### src/logic/rfi_pkg.sv
// Constants, field layouts and carrier types for the rotor fault indicator
package rfi_pkg;

  // Configuration word indices
  localparam logic [4:0] WORD_MAX_SPEED_LOCK_OFF = 5'h0B;
  localparam logic [4:0] WORD_FAULT_THRESHOLDS = 5'h0C;
  localparam logic [4:0] WORD_FAULT_BLANK_DELAY = 5'h0D;
  localparam logic [4:0] WORD_MODE_OPTIONS = 5'h0F;

  // Field positions inside the configuration words
  localparam int LOCK_OFF_MSB = 15;
  localparam int LOCK_OFF_LSB = 8;
  localparam int MAX_ELEC_FREQ_MSB = 7;
  localparam int MAX_ELEC_FREQ_LSB = 0;
  localparam int RECOVERY_THR_MSB = 15;
  localparam int RECOVERY_THR_LSB = 8;
  localparam int FAULT_THR_MSB = 7;
  localparam int FAULT_THR_LSB = 0;
  localparam int FAULT_DELAY_MSB = 12;
  localparam int FAULT_DELAY_LSB = 8;
  localparam int BLANK_TIME_MSB = 7;
  localparam int BLANK_TIME_LSB = 0;
  localparam int LOCK_EVENT_MODE_BIT = 2;

  // Threshold scale: 16 rpm per count is a shift by four
  localparam int RPM_SCALE_SHIFT = 4;

  // Factory default lock-off time, 50 steps of 100 ms
  localparam logic [7:0] LOCK_OFF_DEFAULT = 8'h32;

  // Lock events needed to raise the flag in counting mode
  localparam logic [1:0] LOCK_COUNT_TRIP = 2'h2;

  // Timebase
  localparam int CLK_PERIOD_PS = 5000;
  localparam longint TICK_STEP_MS = 100;
  localparam longint TICK_STEP_CYCLES = (TICK_STEP_MS * 64'h3B9ACA00) / CLK_PERIOD_PS;
  localparam logic [3:0] STEPS_PER_SECOND = 4'hA;

  // Decoded fault configuration
  typedef struct packed {
    logic lock_event_mode;
    logic [7:0] recovery_speed_threshold;
    logic [7:0] fault_speed_threshold;
    logic [4:0] speed_fault_delay;
    logic [7:0] post_event_blank_time;
    logic [7:0] lock_off_time;
    logic [7:0] max_electrical_frequency;
  } rfi_cfg_s;

  // Flag state
  typedef enum logic [1:0] {
    RFI_ST_NORMAL = 2'b00,
    RFI_ST_FAULT = 2'b01,
    RFI_ST_DISABLED = 2'b10
  } rfi_state_e;

endpackage

### src/logic/rfi_rotor_fault.sv
// Rotor fault indicator: lock counting, blanking, speed hysteresis and open-drain flag
`timescale 1ns/1ps
`default_nettype none

// Notes on behaviour
// - Flag pin high signals motor fault, low means normal running.
// - Counting mode: second lock event raises the flag.
// - Timed mode: lock events start blanking instead of being counted.
// - Recovery threshold in word 12 bits 15:8, 16 rpm steps; zero disables.
// - Speed fault delay in word 13 bits 12:8, whole seconds, 0 to 31.
// - Blanking interval in word 13 bits 7:0, 100 ms steps.
// - Lock-off time in word 11 bits 15:8, 100 ms steps, default 5 s.
// - Counting mode: fast speed at blanking end drops flag, clears counter.
// - Lock while running sets counter to one; recovery after blanking clears it.
// - Counting mode: speed demand off holds the flag low.
// - Timed mode: speed demand off drops the flag after the delay.
// - Blanking end with speed below recovery raises the flag.
// - After blanking, speed below fault threshold for the delay raises flag.
// - After blanking, speed above recovery for the delay drops flag.
// - Timed mode: lock while running raises flag after delay if slow.
// - Flag stays high while blanking runs, even with recovered speed.
// - Timed mode blanking end raises flag below recovery, above fault threshold.
// - Function disabled: flag goes high at end of open-loop start.
// - Lock event mode is bit 2 of word 15.
module rfi_rotor_fault #(
  parameter longint TICK_CYCLES = rfi_pkg::TICK_STEP_CYCLES
) (
  input wire logic mclk_in,
  input wire logic rst_n_in,
  input wire logic [15:0] cfg_word11_in,
  input wire logic [15:0] cfg_word12_in,
  input wire logic [15:0] cfg_word13_in,
  input wire logic [15:0] cfg_word15_in,
  input wire logic lock_event_in,
  input wire logic [15:0] speed_rpm_in,
  input wire logic speed_demand_on_in,
  input wire logic start_done_in,
  input wire logic fault_pin_in,
  output logic fault_pin_out,
  output logic fault_pin_oe_out,
  output logic fault_state_out,
  output logic fault_pin_level_out,
  output logic lock_off_active_out,
  output logic [7:0] max_electrical_frequency_out
);

  // Timing model in brief:
  // - Every input is sampled on each rising edge; there is no handshake.
  // - The flag is registered from the next state, so it moves on the deciding edge, together with the state.
  // - Blanking, delay and lock-off count ticks of one free-running grid, so a
  //   programmed time is met to within one tick; events never restart the grid.
  // - Configuration words are static levels; a change takes effect on the next
  //   decision without flushing running timers.
  // - All outputs except the frequency pass-through and the tied-low pin data come from registers.
  // - Reset clears every timer and counter; the flag starts low, the wire held low.

  // Field extraction from the configuration words
  // Only the lock event mode bit of word 15 is used; its other bits belong elsewhere
  rfi_pkg::rfi_cfg_s cfg;
  assign cfg.lock_event_mode = cfg_word15_in[rfi_pkg::LOCK_EVENT_MODE_BIT];
  assign cfg.recovery_speed_threshold =
    cfg_word12_in[rfi_pkg::RECOVERY_THR_MSB:rfi_pkg::RECOVERY_THR_LSB];
  assign cfg.fault_speed_threshold = cfg_word12_in[rfi_pkg::FAULT_THR_MSB:rfi_pkg::FAULT_THR_LSB];
  assign cfg.speed_fault_delay = cfg_word13_in[rfi_pkg::FAULT_DELAY_MSB:rfi_pkg::FAULT_DELAY_LSB];
  assign cfg.post_event_blank_time = cfg_word13_in[rfi_pkg::BLANK_TIME_MSB:rfi_pkg::BLANK_TIME_LSB];
  assign cfg.lock_off_time = cfg_word11_in[rfi_pkg::LOCK_OFF_MSB:rfi_pkg::LOCK_OFF_LSB];
  assign cfg.max_electrical_frequency =
    cfg_word11_in[rfi_pkg::MAX_ELEC_FREQ_MSB:rfi_pkg::MAX_ELEC_FREQ_LSB];

  // Thresholds in rpm, 16 rpm per count
  // Both comparisons are strict: a speed exactly on a threshold is neither slow
  // nor fast, so the flag simply holds there
  logic [15:0] recovery_rpm;
  logic [15:0] fault_rpm;
  logic function_disabled;
  logic speed_low;
  logic speed_high;
  logic timed_mode;
  assign recovery_rpm = {4'h0, cfg.recovery_speed_threshold, 4'h0};
  assign fault_rpm = {4'h0, cfg.fault_speed_threshold, 4'h0};
  assign function_disabled = (cfg.recovery_speed_threshold == 8'h00);
  assign speed_low = (speed_rpm_in < fault_rpm);
  assign speed_high = (speed_rpm_in > recovery_rpm);
  assign timed_mode = cfg.lock_event_mode;

  // Free-running prescaler; all delays are quantised to its ticks
  // A restartable prescaler would give exact delays, but each lock event would then
  // shift the second grid too; one shared grid keeps the timers cheap and coherent
  localparam logic [31:0] TICK_LAST = 32'(TICK_CYCLES - 1);
  logic [31:0] presc_q;
  logic [31:0] presc_d;
  logic [3:0] step_q;
  logic [3:0] step_d;
  logic tick_step;
  logic tick_second;
  assign tick_step = (presc_q == TICK_LAST);
  assign tick_second = tick_step && (step_q == rfi_pkg::STEPS_PER_SECOND - 4'h1);
  assign presc_d = tick_step ? 32'h0 : presc_q + 32'h1;
  assign step_d = tick_second ? 4'h0 : (tick_step ? step_q + 4'h1 : step_q);

  // Prescaler registers
  // Cleared only by reset; no event ever restarts it
  always_ff @(posedge mclk_in or negedge rst_n_in) begin
    if (!rst_n_in) begin
      presc_q <= 32'h0;
      step_q <= 4'h0;
    end else begin
      presc_q <= presc_d;
      step_q <= step_d;
    end
  end

  // Blanking timer, restarted by every lock event
  // A zero blanking time still passes through one cycle of blank_end, so the
  // end-of-blanking speed check runs once after each lock event
  // The end strobe is masked by a new event, so a restart never reports an end
  logic [7:0] blank_cnt_q;
  logic [7:0] blank_cnt_d;
  logic blank_run_q;
  logic blank_run_d;
  logic blank_end;
  assign blank_end = blank_run_q && (blank_cnt_q == 8'h00) && !lock_event_in;
  always_comb begin
    blank_cnt_d = blank_cnt_q;
    blank_run_d = blank_run_q;
    if (lock_event_in) begin
      blank_cnt_d = cfg.post_event_blank_time;
      blank_run_d = 1'b1;
    end else if (blank_end) begin
      blank_run_d = 1'b0;
    end else if (blank_run_q && tick_step) begin
      blank_cnt_d = blank_cnt_q - 8'h01;
    end
  end

  // Lock-off timer, the drive stays off while it runs
  // Only the status is produced here; stopping the bridge belongs to the drive logic
  // A lock event during lock-off reloads the full time rather than adding to it
  logic [7:0] lockoff_cnt_q;
  logic [7:0] lockoff_cnt_d;
  always_comb begin
    lockoff_cnt_d = lockoff_cnt_q;
    if (lock_event_in) begin
      lockoff_cnt_d = cfg.lock_off_time;
    end else if (tick_step && lockoff_cnt_q != 8'h00) begin
      lockoff_cnt_d = lockoff_cnt_q - 8'h01;
    end
  end

  // Timer registers
  // Both timers share one reset and one clock with the rest of the block
  always_ff @(posedge mclk_in or negedge rst_n_in) begin
    if (!rst_n_in) begin
      blank_cnt_q <= 8'h00;
      blank_run_q <= 1'b0;
      lockoff_cnt_q <= 8'h00;
    end else begin
      blank_cnt_q <= blank_cnt_d;
      blank_run_q <= blank_run_d;
      lockoff_cnt_q <= lockoff_cnt_d;
    end
  end

  // Qualifying counters: a condition must hold whole seconds before it counts
  // Counters see only second ticks, so a condition starting just before a tick
  // qualifies up to one second early; a zero delay qualifies in the same cycle
  // Saturation instead of wrap-around keeps a long stay from looking short
  logic [4:0] low_secs_q;
  logic [4:0] high_secs_q;
  logic [4:0] off_secs_q;
  logic [4:0] low_secs_d;
  logic [4:0] high_secs_d;
  logic [4:0] off_secs_d;
  logic low_ok;
  logic high_ok;
  logic off_ok;
  assign low_ok = speed_low && (low_secs_q >= cfg.speed_fault_delay);
  assign high_ok = speed_high && (high_secs_q >= cfg.speed_fault_delay);
  assign off_ok = !speed_demand_on_in && (off_secs_q >= cfg.speed_fault_delay);

  // Saturating second counters, cleared as soon as the condition breaks
  function automatic logic [4:0] qual_next(input logic cond, input logic [4:0] secs, input logic tick);
    logic [4:0] nxt;
    nxt = secs;
    if (!cond) begin
      nxt = 5'h00;
    end else if (tick && secs != 5'h1F) begin
      nxt = secs + 5'h01;
    end
    return nxt;
  endfunction

  assign low_secs_d = qual_next(speed_low, low_secs_q, tick_second);
  assign high_secs_d = qual_next(speed_high, high_secs_q, tick_second);
  assign off_secs_d = qual_next(!speed_demand_on_in, off_secs_q, tick_second);

  // Qualifier registers
  // Reset clears the counters so no condition starts half-qualified
  always_ff @(posedge mclk_in or negedge rst_n_in) begin
    if (!rst_n_in) begin
      low_secs_q <= 5'h00;
      high_secs_q <= 5'h00;
      off_secs_q <= 5'h00;
    end else begin
      low_secs_q <= low_secs_d;
      high_secs_q <= high_secs_d;
      off_secs_q <= off_secs_d;
    end
  end

  // Lock event counter, used only in counting mode
  // Two bits suffice: the count saturates at the trip value, and every event trips
  // while at least one earlier event is still on record
  // Timed mode and the disabled function hold it at zero so a mode change starts clean
  logic [1:0] lock_cnt_q;
  logic [1:0] lock_cnt_d;
  logic lock_trip;
  assign lock_trip = !timed_mode && lock_event_in &&
    (lock_cnt_q >= rfi_pkg::LOCK_COUNT_TRIP - 2'h1);
  always_comb begin
    lock_cnt_d = lock_cnt_q;
    if (timed_mode || function_disabled) begin
      lock_cnt_d = 2'h0;
    end else if (lock_event_in) begin
      // A new event beats a clear in the same cycle
      if (lock_cnt_q != rfi_pkg::LOCK_COUNT_TRIP) begin
        lock_cnt_d = lock_cnt_q + 2'h1;
      end
    end else if (blank_end && speed_high) begin
      lock_cnt_d = 2'h0;
    end
  end

  // Flag state machine; priority runs from disable down to speed hysteresis
  // Priority, highest first:
  //   1. function disabled (flag mirrors end of open-loop start)
  //   2. counting mode with demand off (flag low at once)
  //   3. timed mode with demand off held for the delay (flag low)
  //   4. demand off otherwise (flag held)
  //   5. counting mode second lock event (flag high)
  //   6. end of blanking (low above recovery, high otherwise)
  //   7. low speed held for the delay (high; counting mode waits for blanking)
  //   8. high speed held for the delay once blanking is over (low)
  rfi_pkg::rfi_state_e state_q;
  rfi_pkg::rfi_state_e state_d;
  always_comb begin
    state_d = state_q;
    case (state_q)
      rfi_pkg::RFI_ST_DISABLED: begin
        if (!function_disabled) begin
          state_d = rfi_pkg::RFI_ST_NORMAL;
        end
      end
      rfi_pkg::RFI_ST_NORMAL, rfi_pkg::RFI_ST_FAULT: begin
        if (function_disabled) begin
          state_d = rfi_pkg::RFI_ST_DISABLED;
        end else if (!timed_mode && !speed_demand_on_in) begin
          state_d = rfi_pkg::RFI_ST_NORMAL;
        end else if (timed_mode && off_ok) begin
          state_d = rfi_pkg::RFI_ST_NORMAL;
        end else if (!speed_demand_on_in) begin
          state_d = state_q;
        end else if (lock_trip) begin
          state_d = rfi_pkg::RFI_ST_FAULT;
        end else if (blank_end) begin
          // Below recovery at blanking end is a fault even above the fault threshold
          state_d = speed_high ? rfi_pkg::RFI_ST_NORMAL : rfi_pkg::RFI_ST_FAULT;
        end else if (low_ok && (timed_mode || !blank_run_q)) begin
          state_d = rfi_pkg::RFI_ST_FAULT;
        end else if (high_ok && !blank_run_q) begin
          state_d = rfi_pkg::RFI_ST_NORMAL;
        end
      end
      default: begin
        state_d = rfi_pkg::RFI_ST_NORMAL;
      end
    endcase
  end

  // Flag output register; disabled mode mirrors end of open-loop start
  // Decoding from the next state keeps the pin one register from the decision,
  // so the flag never glitches while the state settles
  logic flag_q;
  logic flag_d;
  assign flag_d = (state_d == rfi_pkg::RFI_ST_DISABLED) ? start_done_in :
                  (state_d == rfi_pkg::RFI_ST_FAULT);

  // State registers
  // The lock counter sits here since it changes on the same decisions as the state
  always_ff @(posedge mclk_in or negedge rst_n_in) begin
    if (!rst_n_in) begin
      state_q <= rfi_pkg::RFI_ST_NORMAL;
      lock_cnt_q <= 2'h0;
      flag_q <= 1'b0;
    end else begin
      state_q <= state_d;
      lock_cnt_q <= lock_cnt_d;
      flag_q <= flag_d;
    end
  end

  // Pin level read-back, three stages since the wire is shared with the outside
  // The level is taken only when the last two stages agree, so a one-cycle glitch
  // never reaches the status output; the cost is one extra cycle of latency
  logic [2:0] pin_sync_q;
  logic pin_level_q;
  always_ff @(posedge mclk_in or negedge rst_n_in) begin
    if (!rst_n_in) begin
      pin_sync_q <= 3'h0;
      pin_level_q <= 1'b0;
    end else begin
      pin_sync_q <= {pin_sync_q[1:0], fault_pin_in};
      if (pin_sync_q[1] == pin_sync_q[2]) begin
        pin_level_q <= pin_sync_q[2];
      end
    end
  end

  // Lock-off status register
  // Registered from the next count so the status lines up with the flag timing
  logic lockoff_active_q;
  always_ff @(posedge mclk_in or negedge rst_n_in) begin
    if (!rst_n_in) begin
      lockoff_active_q <= 1'b0;
    end else begin
      lockoff_active_q <= (lockoff_cnt_d != 8'h00);
    end
  end

  // Open drain: pull low for normal, release so the pull-up shows a fault
  // Data is tied low and only the enable moves, so the pin never drives high;
  // a fault needs the external pull-up, and another party may still hold it low
  assign fault_pin_out = 1'b0;
  assign fault_pin_oe_out = !flag_q;
  assign fault_state_out = flag_q;
  assign fault_pin_level_out = pin_level_q;
  assign lock_off_active_out = lockoff_active_q;
  assign max_electrical_frequency_out = cfg.max_electrical_frequency;

endmodule

`default_nettype wire

### config.mk
export PLATFORM = sky130hd
export DESIGN_NAME = rfi_rotor_fault
export DESIGN_NICKNAME = d
export VERILOG_FILES = /design/src/logic/rfi_pkg.sv /design/src/logic/rfi_rotor_fault.sv
export SDC_FILE = /design/constraint.sdc
export NUM_CORES = 1
export LEC_CHECK = 0
export BUFFER_PORTS_ARGS = -buffer_cell sky130_fd_sc_hd__buf_2
export CELL_PAD_IN_SITES_DETAIL_PLACEMENT = 0
export CELL_PAD_IN_SITES_GLOBAL_PLACEMENT = 2
export CORE_MARGIN = 5
export CORE_UTILIZATION = 34
export CTS_CLUSTER_DIAMETER = 50
export DETAILED_ROUTE_END_ITERATION = 6
export GPL_TIMING_DRIVEN = 0
export PLACE_DENSITY_LB_ADDON = 0.12
export SKIP_CTS_REPAIR_TIMING = 1
export SYNTH_ARGS = -nofsm -noshare
export SYNTH_HDL_FRONTEND = slang
export SYNTH_SLANG_ARGS = --single-unit
### constraint.sdc
create_clock -name mclk_in -period 4.2 [get_ports mclk_in]
set_input_delay 1.05 -clock mclk_in [delete_from_list [all_inputs] [get_ports mclk_in]]
set_output_delay 1.05 -clock mclk_in [all_outputs]
set_load 0.05 [all_outputs]
Word level (Yosys, flattened, before mapping)
Index checks and enable logic that the tools add are counted.
{ "totals": {"regBits": 78, "word_cells": 113} }
{ "classes": {"addsub": 8, "order_cmp": 6, "eq_ne": 15, "n_mux": 32, "reduce_logical": 38} }
{ "ops": {"columns": ["operator", "n"], "rows": [
  ["$mux W8", 5],
  ["$add A32 B1 Y32 const B", 1],
  ["$eq A32 B25 Y1 const B", 1],
  ["$mux W32", 1],
  ["$mux W5", 6],
  ["$mux W2", 13],
  ["$logic_and A1 B1 Y1", 18],
  ["$gt A16 B12 Y1", 1],
  ["$logic_not A8 Y1", 2],
  ["$lt A16 B12 Y1", 1],
  ["$reduce_bool A8 Y1", 2],
  ["$sub A8 B1 Y8 const B", 2],
  ["$add A5 B1 Y5 const B", 3],
  ["$ge A5 B5 Y1", 3],
  ["$ne A5 B5 Y1 const B", 3],
  ["$mux W4", 2],
  ["$reduce_bool A2 Y1", 4],
  ["$logic_not A1 Y1", 5],
  ["$add A4 B1 Y4 const B", 1],
  ["$eq A2 B1 Y1 const B", 2],
  ["$eq A2 B2 Y1 const B", 2],
  ["$eq A4 B4 Y1 const B", 1],
  ["$mux W1", 4],
  ["$ne A2 B1 Y1 const B", 2],
  ["other kinds (11)", 14]
]} }

Longest topological paths before layout
Gate-level depths: netlist of the first run.
{ "logic_depth": {"word_depth": 14, "ltp_mapped": 9, "mapped_depth_nobuf": 9} }

Worst setup path after synthesis of the first run
OpenSTA, ideal clock, no wires.
{ "synth_path": {"path_type": "reg2reg", "start": "register presc_q[14]", "end": "register lockoff_active_q, in the netlist lock_off_active_out", "arrival_ps": 2825, "required_time_ps": 4061, "setup_slack_ps": 1236, "path_stages_with_launch": 9, "path_buffers": 1, "period_less_slack_ps": 2964, "path_cell_list": "dfrtp_1 > or4b_1 > or3_4 > or3_1 > buf_6 > or2_0 > a221oi_1 > o211a_1 > or4b_1"} }
{ "synth_via": {"elab_chain_len": 5} }
{ "synth_lines": {"columns": ["item", "line", "source"], "rows": [
  ["from (decl)", "rfi_rotor_fault.sv:90", "logic [31:0] presc_q;"],
  ["from (signal assigned)", "rfi_rotor_fault.sv:108", "presc_q <= presc_d;"],
  ["$eq A32 B25 Y1", "rfi_rotor_fault.sv:96", "assign tick_step = (presc_q == TICK_LAST);"],
  ["$logic_and A1 B1 Y1", "rfi_rotor_fault.sv:145", "end else if (tick_step && lockoff_cnt_q != 8'h00) begin"],
  ["$mux W8", "rfi_rotor_fault.sv:145", null],
  ["$mux W8", "rfi_rotor_fault.sv:143", "if (lock_event_in) begin"],
  ["$reduce_bool A8 Y1", "rfi_rotor_fault.sv:326", "lockoff_active_q <= (lockoff_cnt_d != 8'h00);"],
  ["to (signal assigned)", "rfi_rotor_fault.sv:326", null],
  ["to (decl)", "rfi_rotor_fault.sv:321", "logic lockoff_active_q;"]
]} }
No other way between the ends.
A chain may end at the register's enable or synchronous reset.

Worst setup path after layout of the first run
Same ends and word-level chain as after synthesis.

==> results_dict.tcl, run 1 <==
set metrics [dict create \
    status "completed" \
    power_leakage_nw 2.71 \
    yosysUniqueCellTypes 56 \
    die-area_sq_um 16200 \
    pre_cts_ws_ns 1.03 \
    synthToLayoutAreaGrowth_pct 19.5 \
    p_clk_frac 0.444 \
    ys_warn_count 0 \
    die_x_um 127 \
    syn_inst 494 \
    synth.avg_cell_area_sq_um 9.47 \
    path_buf_inv 1 \
    antenna_cells 0 \
    viasPerCell 4.80 \
    htreeDepth 3 \
    synth_top_family_by_area "simple AND/OR/NAND/NOR gates" \
    syn-num-nets 624 \
    timing.rr.end "lock_off_active_out" \
    dr.pass1.iters 4 \
    relSlewSlack 0.463 \
    grt_usage 0.135 \
    seqPwrFrac 0.433 \
    crit_start "presc_q[14]" \
    utilization 0.419 \
    crit_path_top_delay_cell "or4b_1" \
    required_ns 4.41 \
    yosysSeqAreaShare 0.417 \
    drt-initial-drc-count 117 \
    cts_buffers 9 \
    fp-row-count 42 \
    p_sw_mw 0.458 \
    io_pins 99 \
    rsz0062_at_grt "no" \
    die_h_um 127 \
    synthSimpleGateAreaFrac 0.224 \
    wl_per_cell_um 13.5 \
    nNetsFinal 706 \
    synth.mux.area_fraction 0.0152 \
    synth_ff_type "dfrtp_1" \
    worst_slack_ns 1.03 \
    power.total_mw 1.86 \
    dp_cells 741 \
    cp_num_cells 8 \
    cap_violations 0 \
    clock-root-buffer "clkbuf_16" \
    synth_edf_count 0 \
    intPower_mw 1.40 \
    synth_area_sq_um 4680 \
    ff2ff_setup_slack_ns 1.03 \
    fin_crit_sh 0.755 \
    drc 0 \
    grt_max_degree 65 \
    fin_setup_tns_ns 0 \
    crit_type "flip-flop to flip-flop" \
    wirelength_um 10200 \
    end_kind "flip-flop" \
    crit_arrival_ns 3.38 \
    hpwl_um 7930 \
    grt_pass1_wl_um 17500 \
    clock_skew_ns 0.00859 \
    ir_worst_vdd_mv 0.214 \
    critPathMaxFanout 10 \
    synth_seq_cells 78 \
    path_clk_slew_ns 0.06 \
    synth_xor_xnor_area_share 0.0880 \
    cpLargestDelayFamily "simple AND/OR/NAND/NOR gates" \
    vias 3625 \
    cts_sinks 78 \
    core_area_sq_um 13300 \
    synth_compound_area_frac 0.0829 \
    fin_crit_ns 3.17 \
    power_frac_comb 0.123 \
    postRouteAntennaNets 0 \
    grt_overflow 0 \
    drive_above_1_share 0.178 \
    swShare 0.246 \
    worst_r2r_startpoint "presc_q[14]" \
    async_reset_ff_frac 1.00 \
    hold_viol 0 \
    fin_area_sq_um 5590 \
    antenna_found_initial 0 \
    maxSlewViolCount 0 \
    power_density_nw_per_um2 333 \
    cts_buffer_depth 2 \
    worstSetupStartpointType "flip-flop" \
    placed_area_sq_um 5280 \
    setup_viol 0 \
    cts_tree "done" \
    crit_path_max_incr_delay_ns 0.52 \
    worst_slew_pin_slew_ns 0.798 \
    worst-r2r-cell-count 8 \
    holdCritPathClass "flip-flop to flip-flop" \
    place_congestion 0.754 \
    yosys.area_share.adder 0.120 \
    cp_common_cell "or4b_1" \
    whs_ns 0.349 \
    clk_latency_ns 0.34 \
    initial_core_util 0.351 \
    max_freq_mhz 315 \
    crit_end "lock_off_active_out" \
    portBuffers 70 \
    path_cells "or4b_1, or3_4, or3_1, buf_6, or2_0, a221oi_1, o211a_1, or4b_1" \
    fin_cells 755 \
    grt_pass1_vias 3784 \
]
-- routing by layer --
layer  share of wire  track usage  vias to the layer above
met5               0            0                        -
met4           0.015       0.0416                        0
met3           0.036       0.0363                       11
met2            0.51        0.233                       41
met1            0.44        0.164                     1708
li1                -            -                     1865
-- registers in the layout, summed over array words and instances (netlist names) --
| signal | flops |
|---|---|
| presc_q | 32 |
| blank_cnt_q | 8 |
| lockoff_cnt_q | 8 |
| high_secs_q | 5 |
| low_secs_q | 5 |
| off_secs_q | 5 |
| step_q | 4 |
| pin_sync_q | 3 |
| lock_cnt_q | 2 |
| state_q | 2 |
| blank_run_q | 1 |
| fault_pin_level_out | 1 |
| fault_state_out | 1 |
| lock_off_active_out | 1 |
-- worst register-to-register path: stages (launching register included) --
cell	delay, ns
dfrtp_1	0.42
or4b_1	0.52
or3_4	0.38
or3_1	0.36
buf_6	0.17
or2_0	0.21
a221oi_1	0.36
o211a_1	0.21
or4b_1	0.42
-- power groups by stage --
stage	logic, mW	clock network, mW	registers, mW
finish	0.229	0.826	0.807
global route	0.266	0.890	0.812
CTS	0.235	0.859	0.808
detailed placement	0.234	0	0.821
global placement	0.225	0	0.820
floorplan	0.138	0	0.823
-- cells in the mapped netlist, types with 8 or more instances --
library cell  instances  area (sq um)
nor3_1               11          55.1
o21ai_0              22           110
nor4_1                9          56.3
dfrtp_1              78          1950
nor2_1               47           176
and3_1                8          50.1
xnor2_1              20           175
ha_1                 44           551
nand2b_1             11          68.8
a21oi_1              13          65.1
xor2_1               27           236
nand3_1              16          80.1
nand4_1              12          75.1
buf_4                 9          67.6
nand2_1              45           169
nor2b_1               8          50.1
inv_1                37           139
-- cells by family (layout without fill, tap and decap cells) --
group | count (synthesis) | in the layout
adder cells (fa/ha/maj) | 45 | 45
AO/OA/AOI/OAI | 62 | 62
buffers and inverters | 54 | 139
AND/OR/NAND/NOR | 200 | 200
other | 1 | 1
multiplexers | 7 | 7
flip-flops | 78 | 78
XOR/XNOR | 47 | 47
-- layout make-up --
class                      count  area [sq um]
fill                        1362          7760
multi-input combinational    362          2480
sequential                    78          1950
timing repair buffer          71           380
clock buffer                  10           239
tap                          176           220
inverter                      37           139
buffer                        17           105
clock inverter                 4          72.6
-- worst min path at each step --
stage                  startpoint       endpoint  cells after the start
finish              pin_sync_q[0]  pin_sync_q[1]                      0
global route        pin_sync_q[0]  pin_sync_q[1]                      0
CTS                 pin_sync_q[0]  pin_sync_q[1]                      0
detailed placement  pin_sync_q[0]  pin_sync_q[1]                      0
global placement    pin_sync_q[0]  pin_sync_q[1]                      0
floorplan           pin_sync_q[0]  pin_sync_q[1]                      0
-- cells in the final DEF (no fill, tap or decap), types with 8 or more instances in the layout --
cell type	n
dfrtp_1	78
buf_2	69
nor2_1	47
nand2_1	45
ha_1	44
inv_1	37
xor2_1	27
o21ai_0	22
xnor2_1	20
nand3_1	16
a21oi_1	13
nand4_1	12
nand2b_1	11
nor3_1	11
buf_4	10
nor4_1	9
clkbuf_16	9
nor2b_1	8
and3_1	8
Note: power is estimated with default switching activity, not from simulation.
==> run 2: changes to the inputs <==
CORE_UTILIZATION = 30   (was 34)
clock period = 2.8 ns   (was 4.2 ns; I/O delays follow)
==> results_dict.tcl, run 2 (same netlist as run 1, synthesis figures left out) <==
set metrics [dict create \
    ir_worst_vdd_mv 0.285 \
    vias 3666 \
    top_regs "presc_q (32), blank_cnt_q (8), lockoff_cnt_q (8)" \
    cts_tree "done" \
    dr.pass1.iters 5 \
    fin_crit_sh 1.13 \
    maxSlewViolCount 0 \
    largest_reg_flops 32 \
    power_density_nw_per_um2 491 \
    io_pins 99 \
    max_freq_mhz 316 \
    power_frac_comb 0.122 \
    die_h_um 135 \
    initial_core_util 0.307 \
    relSlewSlack 0.476 \
    antenna_cells 0 \
    worstSetupStartpointType "flip-flop" \
    fin_cells 795 \
    fin_crit_ns 3.17 \
    cts_sinks 78 \
    postRouteAntennaNets 0 \
    p_clk_frac 0.449 \
    fin_setup_tns_ns -0.366 \
    clock-root-buffer "clkbuf_16" \
    path_clk_slew_ns 0.06 \
    status "complete, but fails checks" \
    synthToLayoutAreaGrowth_pct 23.0 \
    worst-r2r-cell-count 7 \
    cts_buffers 9 \
    fp-row-count 45 \
    grt_pass1_wl_um 18300 \
    final_cell_mix "78 x dfrtp_1, 70 x buf_2, 47 x nor2_1" \
    intPower_mw 2.12 \
    violations "negative setup slack" \
    fin_area_sq_um 5750 \
    pre_cts_ws_ns -0.430 \
    setup_viol 1 \
    final_common_cell "dfrtp_1" \
    nNetsFinal 710 \
    power.total_mw 2.82 \
    drive_above_1_share 0.205 \
    die_x_um 135 \
    worst_slack_ns -0.366 \
    hpwl_um 8360 \
    drc 0 \
    crit_start "presc_q[15]" \
    grt_max_degree 41 \
    required_ns 3.01 \
    die-area_sq_um 18200 \
    seqPwrFrac 0.429 \
    holdCritPathClass "input port to asynchronous set/reset pin" \
    grt_usage 0.126 \
    rsz0062_at_grt "yes" \
    worst_r2r_startpoint "presc_q[15]" \
    clk_latency_ns 0.34 \
    placed_area_sq_um 5320 \
    largest_register "presc_q" \
    drt-initial-drc-count 96 \
    hold_viol 0 \
    portBuffers 70 \
    viasPerCell 4.61 \
    grt_overflow 0 \
    crit_type "flip-flop to flip-flop" \
    wirelength_um 10800 \
    cts_buffer_depth 2 \
    core_area_sq_um 15300 \
    worst_slew_pin_slew_ns 0.775 \
    critPathMaxFanout 5 \
    htreeDepth 3 \
    wl_per_cell_um 13.6 \
    place_congestion 0.789 \
    power_leakage_nw 2.76 \
    dp_cells 776 \
    grt_pass1_vias 3785 \
    end_kind "flip-flop" \
    swShare 0.251 \
    p_sw_mw 0.708 \
    cap_violations 0 \
    clock_skew_ns 0.00740 \
    crit_arrival_ns 3.38 \
    antenna_found_initial 0 \
]
run 2: cell types whose count changed in the layout (fill, tap and decap cells not counted), sizes merged:
cell | before | now
clkinvlp | 1 | 2
buf | 82 | 87
clkbuf | 16 | 15
run 2: path summary, 6_finish.rpt:
path | endpoint | slack [ns]
min in group mclk_in | pin_sync_q[1] | 0.35
max in group asynchronous | blank_cnt_q[5] | 1.84
max | lock_off_active_out | -0.37
min | off_secs_q[1] | 0.35
max reg2reg | lock_off_active_out | -0.37
min reg2reg | pin_sync_q[1] | 0.35
run 2: metrics by stage:
step / utilization / hold slack [ns]
after global routing: 0.377 / 0.362
after global placement: 0.347 / 0.337
after floorplan: - / 0.331
final: 0.377 / 0.345
after CTS: 0.370 / 0.349
after detailed placement: 0.349 / 0.336
run 2: cell type report:
| cell class | instances | area, sq um |
|---|---|---|
| fillers | 1562 | 9500 |
| inverters | 37 | 139 |
| clock buffers | 10 | 239 |
| clock inverters | 5 | 83.8 |
| repair buffers | 75 | 403 |
| flip-flops and latches | 78 | 1950 |
| well taps | 211 | 264 |
| multi-input cells | 362 | 2570 |
| plain buffers | 17 | 106 |
run 2: per-layer routing:
metal / wire length [um] / track usage / share of wire / vias up
li1: - / - / - / 1878
met1: 4970 / 0.158 / 0.46 / 1731
met4: 183 / 0.0441 / 0.017 / 0
met3: 432 / 0.0332 / 0.040 / 12
met2: 5230 / 0.208 / 0.48 / 45
met5: 0 / 0 / 0 / -
run 2: power groups by stage:
stage               clock, mW  sequential, mW  combinational [mW]
CTS                      1.33            1.21               0.352
global route             1.36            1.22               0.396
floorplan                   0            1.23               0.208
detailed placement          0            1.23               0.350
finish                   1.27            1.21               0.344
global placement            0            1.23               0.341
run 2: critical path, stage by stage (launching register included):
cell     delay, ns
dfrtp_1       0.40
or4b_1        0.50
or3_4         0.39
nor3_4        0.29
a31oi_1       0.13
o31a_1        0.31
or4_4         0.54
or4b_4        0.48
==> run 3: changes to the inputs <==
SKIP_CTS_REPAIR_TIMING = not set   (was 1)
==> results_dict.tcl, run 3 (same netlist as run 1, synthesis figures left out) <==
set metrics [dict create \
    utilization 0.379 \
    required_ns 3.01 \
    final_common_cell "dfrtp_1" \
    die-area_sq_um 18200 \
    viasPerCell 4.63 \
    fin_setup_tns_ns -0.316 \
    die_x_um 135 \
    power.total_mw 2.83 \
    power_leakage_nw 2.77 \
    crit_path_top_delay_cell "or4b_1" \
    grt_pass1_vias 3814 \
    top_regs "presc_q (32), blank_cnt_q (8), lockoff_cnt_q (8)" \
    hpwl_um 8360 \
    clk_latency_ns 0.34 \
    io_pins 99 \
    rsz0062_at_grt "yes" \
    cap_violations 0 \
    grt_max_degree 41 \
    htreeDepth 3 \
    postRouteAntennaNets 0 \
    grt_pass1_wl_um 18400 \
    place_congestion 0.789 \
    dr.pass1.iters 4 \
    wirelength_um 10900 \
    clock_skew_ns 0.00803 \
    hold_viol 0 \
    nNetsFinal 713 \
    fin_crit_ns 3.12 \
    synthToLayoutAreaGrowth_pct 23.4 \
    cts_tree "done" \
    setup_viol 1 \
    vias 3691 \
    crit_arrival_ns 3.33 \
    worst_slack_ns -0.316 \
    largest_register "presc_q" \
    die_h_um 135 \
    cts_buffer_depth 2 \
    ff2ff_setup_slack_ns -0.32 \
    path_cells "or4b_1, or3_4, or3_1, buf_6, or2_0, a221oi_2, o211a_1, or4b_4" \
    cts_buffers 9 \
    end_kind "flip-flop" \
    path_clk_slew_ns 0.06 \
    maxSlewViolCount 0 \
    critPathMaxFanout 10 \
    largest_reg_flops 32 \
    clock-root-buffer "clkbuf_16" \
    final_cell_mix "78 x dfrtp_1, 70 x buf_2, 47 x nor2_1" \
    drc 0 \
    placed_area_sq_um 5320 \
    pre_cts_ws_ns -0.430 \
    fp-row-count 45 \
    fin_crit_sh 1.11 \
    worst-r2r-cell-count 8 \
    holdCritPathClass "input port to asynchronous set/reset pin" \
    status "complete, but fails checks" \
    grt_overflow 0 \
    crit_type "flip-flop to flip-flop" \
    relSlewSlack 0.470 \
    power_density_nw_per_um2 489 \
    antenna_found_initial 0 \
    timing.rr.end "lock_off_active_out" \
    initial_core_util 0.307 \
    worst_slew_pin_slew_ns 0.785 \
    worst_r2r_startpoint "presc_q[15]" \
    wl_per_cell_um 13.7 \
    crit_path_max_incr_delay_ns 0.50 \
    violations "negative setup slack" \
    portBuffers 70 \
    max_freq_mhz 321 \
    worstSetupStartpointType "flip-flop" \
    grt_usage 0.126 \
    fin_area_sq_um 5780 \
    drt-initial-drc-count 96 \
    drive_above_1_share 0.210 \
    antenna_cells 0 \
    ir_worst_vdd_mv 0.285 \
    cts_sinks 78 \
    core_area_sq_um 15300 \
]
[run 3: cell types whose count changed in the layout (fill, tap and decap cells not counted), sizes merged]
cell  change
buf       +3
[run 3: repair_timing]
action,in CTS,in global routing
gates resized for setup,6,11
endpoints found under the setup margin,21,33
setup buffers,3,4
hold buffers,0,0
pin swaps,1,2
[run 3: final cells by class]
cell class              count  area, sq um
plain buffers              17          106
clock buffers              10          239
clock inverters             5         83.8
fillers                  1562         9480
inverters                  37          139
multi-input cells         362         2570
flip-flops and latches     78         1950
well taps                 211          264
repair buffers             78          425
[run 3: worst max-delay path by stage]
stage                 from             endpoint  slack, ns  cells after the start
2_1_floorplan  presc_q[14]  lock_off_active_out      -0.12                      7
3_3_place_gp   presc_q[14]  lock_off_active_out      -0.42                      7
3_5_place_dp   presc_q[14]  lock_off_active_out      -0.43                      7
4_1_cts        presc_q[15]  lock_off_active_out      -0.38                      7
5_1_grt        presc_q[15]  lock_off_active_out      -0.41                      7
6_report       presc_q[15]  lock_off_active_out      -0.32                      8
[run 3: critical path: cells and delay by family (launching register included)]
kind / cells / cell delay (ns)
AOI/OAI and AO/OA: 2 / 0.45
buffers and inverters: 1 / 0.19
DFF: 1 / 0.41
and+or+nand+nor: 5 / 1.94
[run 3: report_power, final]
part | switching (mW) | leakage, nW | internal (mW) | total, mW
Combinational | 0.203 | 1.60 | 0.142 | 0.345
Sequential | 0.0402 | 1.02 | 1.17 | 1.21
Clock | 0.468 | 0.151 | 0.801 | 1.27
Total | 0.711 | 2.77 | 2.12 | 2.83
[run 3: through the flow]
step / hold slack (ns) / std cells
2_1_floorplan: 0.331 / 494
3_3_place_gp: 0.337 / 775
3_5_place_dp: 0.336 / 776
4_1_cts: 0.349 / 794
5_1_grt: 0.362 / 798
6_report: 0.345 / 798
[run 3: layer usage]
| layer | vias to the layer above | GRT usage | routed length [um] |
|---|---|---|---|
| met5 | - | 0 | 0 |
| met4 | 0 | 0.0441 | 178 |
| met3 | 10 | 0.0332 | 391 |
| met2 | 44 | 0.210 | 5290 |
| met1 | 1758 | 0.159 | 5040 |
| li1 | 1879 | - | - |
